--- src/design/rmfr_pkg.sv ---
// package: constants and types of the rail monitor fault reaction block
`default_nettype none
package rmfr_pkg;
  // ===========================================================
  // timing
  localparam int CLK_NS      = 40;
  localparam int EXT_DG_NS   = 21000;
  localparam int BST_DG_NS   = 21000;
  localparam int INTERNAL_REGULATOR_RAIL_UV_NS  = 24000;
  localparam int INTERNAL_REGULATOR_RAIL_OV_NS  = 10000;
  localparam int VIO_OV_NS   = 10000;
  localparam int PROT_OFF_NS = 200000;
  localparam int EXT_DG_CYC  = (EXT_DG_NS + CLK_NS - 1) / CLK_NS;
  localparam int BST_DG_CYC  = (BST_DG_NS + CLK_NS - 1) / CLK_NS;
  localparam int VUV_DG_CYC  = (INTERNAL_REGULATOR_RAIL_UV_NS + CLK_NS - 1) / CLK_NS;
  localparam int VOV_DG_CYC  = (INTERNAL_REGULATOR_RAIL_OV_NS + CLK_NS - 1) / CLK_NS;
  localparam int VIO_DG_CYC  = (VIO_OV_NS + CLK_NS - 1) / CLK_NS;
  localparam int PROT_OFF_CYC = PROT_OFF_NS / CLK_NS;
  // ===========================================================
  // register offsets (byte addresses)
  localparam logic [5:0] OFS_UV_FLAGS  = 6'h00;
  localparam logic [5:0] OFS_OV_FLAGS  = 6'h04;
  localparam logic [5:0] OFS_SAFE_FLAGS = 6'h08;
  localparam logic [5:0] OFS_EXT_FLAGS = 6'h0c;
  localparam logic [5:0] OFS_ENABLES   = 6'h10;
  localparam logic [5:0] OFS_CONTROL   = 6'h14;
  localparam logic [5:0] OFS_STATE     = 6'h18;
  localparam logic [5:0] OFS_MASK0     = 6'h20;
  // ===========================================================
  // field positions
  localparam int UV_BOOST_BIT = 3;
  localparam int UV_INTERNAL_REGULATOR_RAIL_BIT  = 4;
  localparam int UV_BATT_BIT  = 6;
  localparam int OV_BOOST_BIT = 3;
  localparam int OV_INTERNAL_REGULATOR_RAIL_BIT  = 4;
  localparam int OV_VIO_BIT   = 7;
  localparam int SF_OVP_BIT   = 3;
  localparam int EXT_UV_LSB   = 0;
  localparam int EXT_OV_LSB   = 4;
  localparam logic [7:0] FLAGS_RST   = 8'h00;
  localparam logic [10:0] ENABLE_RST = 11'h000;
  // ===========================================================
  // types
  typedef enum logic [1:0] {
    RMFR_ACTIVE = 2'b00,
    RMFR_SAFE   = 2'b01,
    RMFR_RESET  = 2'b10,
    RMFR_OFF    = 2'b11
  } rmfr_state_e;
  typedef struct packed {
    logic       boost_uv;
    logic       boost_ov;
    logic       boost_ovp;
    logic [1:0] ext_uv;
    logic [1:0] ext_ov;
    logic       internal_regulator_rail_uv;
    logic       internal_regulator_rail_ov;
    logic       vio_ov;
  } rmfr_cmp_s;
  typedef struct packed {
    logic o;
    logic oe;
  } rmfr_pin_s;
endpackage
`default_nettype wire

--- src/design/rmfr_top.sv ---
// module: deglitch, status flags, power state reaction and register slave
`default_nettype none
// Functional notes
// - boost UV sets flag 3, RESET if enabled
// - boost UV pins low if enabled, else untouched
// - boost OV flag 3, RESET or SAFE
// - boost OVERVOLTAGE_PROTECTION flag 3, SAFE, reset high
// - lasting boost OVERVOLTAGE_PROTECTION after disable gives OFF
// - lasting second buck OVERVOLTAGE_PROTECTION gives OFF
// - first buck extended overprotection gives OFF
// - external UV flags [1:0], RESET if reset enabled, else SAFE if irq enabled, else no state change
// - external OV flags [5:4], RESET if reset enabled, else SAFE if irq enabled, else no state change
// - internal rail UV/OV flag 4, OFF
// - internal rail deglitch 24us UV, 10us OV
// - IO supply OV flag 7, no state change
// - battery low irq enable pulls driver low
// - IO supply lost: drive low only
module rmfr_top #(
  parameter int PROT_OFF_CYC = rmfr_pkg::PROT_OFF_CYC
) (
  input  wire logic              clk,
  input  wire logic              srst,
  input  wire rmfr_pkg::rmfr_cmp_s cmp,
  input  wire logic              buck2_ovp,
  input  wire logic              buck1_extended_overprotection,
  input  wire logic              battery_uv,
  output logic                   step_up_disable,
  output logic                   second_buck_disable,
  output rmfr_pkg::rmfr_pin_s    host_reset_out,
  output rmfr_pkg::rmfr_pin_s    driver_enable_irq_out,
  output logic                   irq,
  input  wire logic [5:0]        avs_address,
  input  wire logic              avs_read,
  input  wire logic              avs_write,
  input  wire logic [31:0]       avs_writedata,
  input  wire logic [3:0]        avs_byteenable,
  output logic [31:0]            avs_readdata,
  output logic                   avs_waitrequest
);
  localparam int NCH = 10;
  // ===========================================================
  // deglitch filters
  function automatic logic [9:0] dg_len(input int ch);
    case (ch)
      0, 1, 2: dg_len = 10'(rmfr_pkg::BST_DG_CYC);
      7:       dg_len = 10'(rmfr_pkg::VUV_DG_CYC);
      8:       dg_len = 10'(rmfr_pkg::VOV_DG_CYC);
      9:       dg_len = 10'(rmfr_pkg::VIO_DG_CYC);
      default: dg_len = 10'(rmfr_pkg::EXT_DG_CYC);
    endcase
  endfunction
  logic [NCH-1:0] raw;
  logic [NCH-1:0] flt_r;
  logic [NCH-1:0] ev;
  assign raw = {cmp.vio_ov, cmp.internal_regulator_rail_ov, cmp.internal_regulator_rail_uv, cmp.ext_ov, cmp.ext_uv,
                cmp.boost_ovp, cmp.boost_ov, cmp.boost_uv};
  generate
    for (genvar i = 0; i < NCH; i++) begin : g_dg
      logic [9:0] cnt_r;
      always_ff @(posedge clk) begin
        if (srst || !raw[i]) begin
          cnt_r <= 10'h000;
          flt_r[i] <= 1'b0;
        end else if (cnt_r == dg_len(i) - 10'h001) begin
          flt_r[i] <= 1'b1;
        end else begin
          cnt_r <= cnt_r + 10'h001;
        end
      end
      assign ev[i] = raw[i] && !flt_r[i] && (cnt_r == dg_len(i) - 10'h001);
    end
  endgenerate
  // ===========================================================
  // configuration and edge capture
  logic [10:0] en_r;
  logic        step_up_uv_reset_enable, step_up_ov_reset_enable, battery_low_irq_enable;
  logic [1:0]  ext_sense_uv_reset_enable, ext_sense_uv_irq_enable;
  logic [1:0]  ext_sense_ov_reset_enable, ext_sense_ov_irq_enable;
  assign step_up_uv_reset_enable   = en_r[0];
  assign step_up_ov_reset_enable   = en_r[1];
  assign ext_sense_uv_reset_enable = en_r[3:2];
  assign ext_sense_uv_irq_enable   = en_r[5:4];
  assign ext_sense_ov_reset_enable = en_r[7:6];
  assign ext_sense_ov_irq_enable   = en_r[9:8];
  assign battery_low_irq_enable    = en_r[10];
  logic b2_d_r, extended_overprotection_d_r, batt_d_r;
  always_ff @(posedge clk) begin
    if (srst) begin
      b2_d_r <= 1'b0;
      extended_overprotection_d_r <= 1'b0;
      batt_d_r <= 1'b0;
    end else begin
      b2_d_r <= buck2_ovp;
      extended_overprotection_d_r <= buck1_extended_overprotection;
      batt_d_r <= battery_uv;
    end
  end
  logic b2_ev, extended_overprotection_ev, batt_ev;
  assign b2_ev   = buck2_ovp && !b2_d_r;
  assign extended_overprotection_ev = buck1_extended_overprotection && !extended_overprotection_d_r;
  assign batt_ev = battery_uv && !batt_d_r;
  // ===========================================================
  // bus access strobes
  logic ack_r;
  logic wr_ack;
  logic [31:0] wmask;
  logic [3:0]  widx;
  assign avs_waitrequest = (avs_read || avs_write) && !ack_r;
  assign wr_ack = avs_write && ack_r;
  assign widx = avs_address[5:2];
  assign wmask = {{8{avs_byteenable[3]}}, {8{avs_byteenable[2]}},
                  {8{avs_byteenable[1]}}, {8{avs_byteenable[0]}}};
  // ===========================================================
  // sticky flags, set wins over write-one-to-clear
  logic [7:0] set_v [4];
  logic [7:0] flags_r [4];
  logic [7:0] mask_r [4];
  always_comb begin
    for (int k = 0; k < 4; k++) set_v[k] = 8'h00;
    set_v[0][rmfr_pkg::UV_BOOST_BIT] = ev[0];
    set_v[0][rmfr_pkg::UV_INTERNAL_REGULATOR_RAIL_BIT]  = ev[7];
    set_v[0][rmfr_pkg::UV_BATT_BIT]  = batt_ev;
    set_v[1][rmfr_pkg::OV_BOOST_BIT] = ev[1];
    set_v[1][rmfr_pkg::OV_INTERNAL_REGULATOR_RAIL_BIT]  = ev[8];
    set_v[1][rmfr_pkg::OV_VIO_BIT]   = ev[9];
    set_v[2][rmfr_pkg::SF_OVP_BIT]   = ev[2];
    set_v[3][rmfr_pkg::EXT_UV_LSB +: 2] = ev[4:3];
    set_v[3][rmfr_pkg::EXT_OV_LSB +: 2] = ev[6:5];
  end
  generate
    for (genvar r = 0; r < 4; r++) begin : g_flag
      always_ff @(posedge clk) begin
        if (srst) begin
          flags_r[r] <= rmfr_pkg::FLAGS_RST;
          mask_r[r] <= rmfr_pkg::FLAGS_RST;
        end else begin
          if (wr_ack && widx == 4'(r))
            flags_r[r] <= (flags_r[r] & ~(avs_writedata[7:0] & wmask[7:0])) | set_v[r];
          else
            flags_r[r] <= flags_r[r] | set_v[r];
          if (wr_ack && widx == 4'(r) + (rmfr_pkg::OFS_MASK0[5:2]))
            mask_r[r] <= (mask_r[r] & ~wmask[7:0]) | (avs_writedata[7:0] & wmask[7:0]);
        end
      end
    end
  endgenerate
  always_ff @(posedge clk) begin
    if (srst)
      irq <= 1'b0;
    else
      irq <= |((flags_r[0] & mask_r[0]) | (flags_r[1] & mask_r[1]) |
               (flags_r[2] & mask_r[2]) | (flags_r[3] & mask_r[3]));
  end
  // ===========================================================
  // protection-off timers
  logic [15:0] bst_off_cnt_r, b2_off_cnt_r;
  logic        bst_off_done, b2_off_done;
  logic        resume;
  assign resume = wr_ack && avs_address[5:2] == rmfr_pkg::OFS_CONTROL[5:2]
                  && avs_byteenable[0] && avs_writedata[0];
  always_ff @(posedge clk) begin
    if (srst) begin
      step_up_disable <= 1'b0;
      second_buck_disable <= 1'b0;
    end else begin
      if (ev[2])
        step_up_disable <= 1'b1;
      else if (resume)
        step_up_disable <= 1'b0;
      if (b2_ev)
        second_buck_disable <= 1'b1;
      else if (resume)
        second_buck_disable <= 1'b0;
    end
  end
  always_ff @(posedge clk) begin
    if (srst || !(step_up_disable && flt_r[2]))
      bst_off_cnt_r <= 16'h0000;
    else if (!bst_off_done)
      bst_off_cnt_r <= bst_off_cnt_r + 16'h0001;
  end
  always_ff @(posedge clk) begin
    if (srst || !(second_buck_disable && buck2_ovp))
      b2_off_cnt_r <= 16'h0000;
    else if (!b2_off_done)
      b2_off_cnt_r <= b2_off_cnt_r + 16'h0001;
  end
  assign bst_off_done = bst_off_cnt_r == 16'(PROT_OFF_CYC);
  assign b2_off_done  = b2_off_cnt_r == 16'(PROT_OFF_CYC);
  // ===========================================================
  // power state reaction
  rmfr_pkg::rmfr_state_e state_r, state_nxt;
  logic off_ev, reset_ev, safe_ev;
  assign off_ev = ev[7] || ev[8] || extended_overprotection_ev || bst_off_done || b2_off_done;
  assign reset_ev = (ev[0] && step_up_uv_reset_enable)
                 || (ev[1] && step_up_ov_reset_enable)
                 || |(ev[4:3] & ext_sense_uv_reset_enable)
                 || |(ev[6:5] & ext_sense_ov_reset_enable);
  assign safe_ev = (ev[1] && !step_up_ov_reset_enable) || ev[2] || b2_ev
                 || |(ev[4:3] & ~ext_sense_uv_reset_enable & ext_sense_uv_irq_enable)
                 || |(ev[6:5] & ~ext_sense_ov_reset_enable & ext_sense_ov_irq_enable);
  always_comb begin
    state_nxt = state_r;
    case (state_r)
      rmfr_pkg::RMFR_OFF: state_nxt = rmfr_pkg::RMFR_OFF;
      default: begin
        if (off_ev)
          state_nxt = rmfr_pkg::RMFR_OFF;
        else if (reset_ev)
          state_nxt = rmfr_pkg::RMFR_RESET;
        else if (safe_ev && state_r != rmfr_pkg::RMFR_RESET)
          state_nxt = rmfr_pkg::RMFR_SAFE;
        else if (resume)
          state_nxt = rmfr_pkg::RMFR_ACTIVE;
      end
    endcase
  end
  logic host_reset_out_r, drv_r, vio_lost;
  always_ff @(posedge clk) begin
    if (srst) begin
      state_r <= rmfr_pkg::RMFR_ACTIVE;
      host_reset_out_r <= 1'b0;
      drv_r <= 1'b0;
    end else begin
      state_r <= state_nxt;
      host_reset_out_r <= state_nxt == rmfr_pkg::RMFR_ACTIVE || state_nxt == rmfr_pkg::RMFR_SAFE;
      drv_r <= state_nxt == rmfr_pkg::RMFR_ACTIVE
               && !(battery_low_irq_enable && (flags_r[0][rmfr_pkg::UV_BATT_BIT]
               || batt_ev));
    end
  end
  assign vio_lost = flt_r[9];
  assign host_reset_out.o = host_reset_out_r;
  assign host_reset_out.oe = !vio_lost || !host_reset_out_r;
  assign driver_enable_irq_out.o = drv_r;
  assign driver_enable_irq_out.oe = !vio_lost || !drv_r;
  // ===========================================================
  // register read and answer
  always_ff @(posedge clk) begin
    if (srst) begin
      ack_r <= 1'b0;
      avs_readdata <= 32'h0000_0000;
      en_r <= rmfr_pkg::ENABLE_RST;
    end else begin
      ack_r <= (avs_read || avs_write) && !ack_r;
      if (wr_ack && widx == rmfr_pkg::OFS_ENABLES[5:2])
        en_r <= (en_r & ~wmask[10:0]) | (avs_writedata[10:0] & wmask[10:0]);
      if (avs_read && !ack_r) begin
        case (widx)
          4'h0, 4'h1, 4'h2, 4'h3: avs_readdata <= {24'h000000, flags_r[widx[1:0]]};
          4'h4: avs_readdata <= {21'h000000, en_r};
          4'h6: avs_readdata <= {28'h0000000, vio_lost, drv_r, state_r};
          4'h8, 4'h9, 4'ha, 4'hb: avs_readdata <= {24'h000000, mask_r[widx[1:0]]};
          default: avs_readdata <= 32'h0000_0000;
        endcase
      end
    end
  end
endmodule
`default_nettype wire

--- config.mk ---
export PLATFORM = sky130hd
export DESIGN_NAME = rmfr_top
export DESIGN_NICKNAME = d
export VERILOG_FILES = /design/src/design/rmfr_pkg.sv /design/src/design/rmfr_top.sv
export SDC_FILE = /design/constraint.sdc
export NUM_CORES = 1
export LEC_CHECK = 0
export BUFFER_PORTS_ARGS = -buffer_cell sky130_fd_sc_hd__buf_2
export CAP_MARGIN = 0
export CORE_MARGIN = 2
export CORE_UTILIZATION = 62
export CTS_BUF_LIST = sky130_fd_sc_hd__clkbuf_8
export CTS_CLUSTER_DIAMETER = 150
export DETAILED_ROUTE_END_ITERATION = 7
export GPL_ROUTABILITY_DRIVEN = 0
export PLACE_DENSITY_LB_ADDON = 0.3
export SYNTH_ARGS = -nofsm -noshare
export SYNTH_HDL_FRONTEND = slang
export SYNTH_SLANG_ARGS = --single-unit
--- constraint.sdc ---
create_clock -name clk -period 2.95 [get_ports clk]
set_input_delay 0.295 -clock clk [delete_from_list [all_inputs] [get_ports clk]]
set_output_delay 0.295 -clock clk [all_outputs]
set_load 0.1 [all_outputs]
==> reports/results.txt <==
# resized after CTS: 0
Critical Path AT: 2900 ps
Share of layout cells above drive strength 1: 11.5%
Hold path depth: 3
HP Class: in -> reg
Synth Area per Inst: 9.44 µm²
Worst path max stage delay: 500 ps
Final std cells w/o fill: 1,548
Nets: 1,372
DRC violations left: 9
Hold path start: avs_writedata[10]
Depth of the CTS H-tree: 2
Status: finished, violations left
Area delta synth->final: 11.2%
R2R Path Start: g_dg[5].cnt_r[0]
Global-route wire length before repair: 42.4 mm
Fill cells: 1,360
DR iter-0 viols: 821
EDFF count, synth: 64
Crit Path Category: reg -> reg
RSZ-0062 raised after global routing: false
CP startpoint kind: flop
Leak: 4.65 nW
Number of global-route vias before repair: 8,683
Vias per inst: 5.91
Critical R2R Capture: state_r[0]
Most frequent cells in the layout: 175 x dfxtp_1, 154 x nor2_1, 87 x nand2_1
Placed insts: 1,474
Sequential fraction of the synthesis area: 47.3%
Die width: 140 µm
Final Hold Fails: 0
Post-Syn Instances: 1,215
Yosys warnings: 0
Post-Syn Area: 11,500 µm²
Slew @ Worst Pin: 614 ps
Fin crit period: 2480 ps
Setup crit end kind: flop
Post-synth ARST share: 0%
Clk root buf: clkbuf_8
Slew Limit Fails: 0
Core ar.: 18,100 µm²
Initial antenna violation count: 0
Maximum VDD drop: 348 µV
# diodes: 0
Setup repair bufs after CTS: 0
R2r setup slk: 470 ps
DR pass1 iterations: 8
WL/cell: 16.7 µm
Port Buf Inserts: 52
Crit path cell chain: inv_1, ha_1, nor4b_1, and3_1, nand3b_1, o2111ai_1, a2111oi_2, o21ba_1
Clk sink count: 239
Die area: 19,600 µm²
Boundary Pins: 99
Row Count: 49
DIE HEIGHT: 140 µm
R2R cell count: 8
WP data required: 3370 ps
Hold Slack: 14.8 ps
Critical path's slowest cell: o2111ai_1
Clock network latency to the later pin of the worst-skew pair: 540 ps
Post-route ant nets: 0
Total number of vias: 9,148
FMAX: 402 MHz
Pwr dens: 551 nW/µm²
Tot GR Track Use: 26.5%
Max_slew headroom: 58.9%
Max Root-Sink Buffers: 3
Finished Core Util: 70.5%
Failing checks: design-rule violations
Final Setup Violations: 0
Crit path max-delay family: simple AND/OR/NAND/NOR gates
CP max FO: 6
Commonest non-fill, non-tap cell in the layout: dfxtp_1
Register bit total from synthesis: 239
Largest net degree at the start of global routing: 49
Grt ovf: 0
CTS buffer count: 41
Final period util: 84.2%
Worst path buffer plus inverter count: 1
Maxcap violations: 0
Final wirelength: 25.8 mm
Synth unique cells: 63
Worst-path clk slew: 60 ps
Clock Skews: 20.6 ps
Initial core utilization: 63.4%
Primary FF master, synth: dfxtp_1
DP Wirelength: 18.3 mm
Post-route setup TNS: 0 ps
Final Total Pwr: 7.02 mW
CTS tree: done
==> area by class of cell <==
| type | instances | area, µm² | share of cell area [%] |
|---|---|---|---|
| multi-input cells | 911 | 5720 | 44.8 |
| flip-flops and latches | 239 | 5430 | 42.6 |
| clock buffers | 52 | 716 | 5.61 |
| repair buffers | 65 | 375 | 2.94 |
| well taps | 229 | 287 | 2.25 |
| inverters | 32 | 120 | 0.942 |
| clock inverters | 20 | 110 | 0.864 |
==> metal layers <==
metal	vias up	share of wire (%)	GRT usage [%]	routed length, µm
met4	0	3.3	10.8	848
met3	73	9.1	5.95	2330
li1	4429	-	-	-
met2	389	45	41.5	11700
met1	4257	42	35.8	10900
met5	-	0	0	0
==> cells in the mapped netlist, drive strengths merged, types with 15 or more instances <==
cell / instances / area share, %
o21ai: 43 / 1.9
nand3: 65 / 2.8
and3: 26 / 1.4
nand2b: 55 / 3.0
edfxtp: 64 / 17
nor2b: 15 / 0.82
xor2: 64 / 4.9
nor3: 30 / 1.4
dfxtp: 175 / 31
nand2: 87 / 2.8
ha: 23 / 2.5
clkbuf: 36 / 1.2
mux4: 16 / 3.1
or3: 20 / 1.1
buf: 27 / 1.6
xnor2: 19 / 1.5
a21oi: 86 / 3.8
mux2i: 20 / 1.7
inv: 32 / 1.0
a22oi: 17 / 1.1
nand4: 30 / 1.6
nor2: 154 / 5.0
==> stage by stage <==
step | area (µm²) | setup WS (ps)
final | 12700 | 465
after global routing | 12700 | 337
after CTS | 12700 | 499
after detailed placement | 11900 | 537
after global placement | 11900 | 589
after floorplan | 11600 | 703
==> tightest hold or removal path: stages <==
cell and delay [ps]:
buf_2 90, nand3_1 60, a21oi_1 60
==> flip-flops by register name, indices dropped and copies added (netlist names), named ones only <==
signal                       count
vio_lost                         1
flags_r                         32
mask_r                          32
batt_d_r                         1
step_up_disable                  1
flt_r                            9
extended_overprotection_d_r      1
bst_off_cnt_r                   16
host_reset_out_r                 1
drv_r                            1
second_buck_disable              1
g_dg.cnt_r                     100
b2_d_r                           1
b2_off_cnt_r                    16
irq                              1
ack_r                            1
state_r                          2
avs_readdata                    11
==> cell families (layout without fill, tap and decap cells) <==
logic type | after synthesis | in the layout | share of synthesized area (%)
AOI/OAI and AO/OA | 181 | 181 | 9.27
buffers and inverters | 95 | 169 | 3.87
other | 2 | 32 | 0.0655
DFF | 239 | 239 | 47.3
adders and majority gates | 23 | 23 | 2.51
and+or+nand+nor | 555 | 555 | 25.6
xor gates and xnor gates | 83 | 83 | 6.34
muxes | 37 | 37 | 4.99
==> report_power, final <==
part / switching [mW] / internal, mW / total, mW
registers: 0.0663 / 3.44 / 3.50
clock network: 1.28 / 1.67 / 2.95
logic: 0.413 / 0.159 / 0.572
==> worst max-delay path by stage <==
| stage | startpoint | end | cells after the start |
|---|---|---|---|
| after floorplan | g_dg[6].cnt_r[0] | drv_r | 8 |
| after detailed placement | g_dg[6].cnt_r[0] | drv_r | 8 |
| after global routing | g_dg[5].cnt_r[0] | state_r[0] | 8 |
| after global placement | g_dg[6].cnt_r[0] | drv_r | 8 |
| after CTS | g_dg[6].cnt_r[0] | drv_r | 8 |
| final | g_dg[5].cnt_r[0] | state_r[0] | 8 |
==> what timing repair did <==
item                       in CTS  in global routing
hold buffers                    2                  0
setup endpoints to repair       0                  0
hold endpoints to repair        2                  0
(Power assumes the default switching activity.)
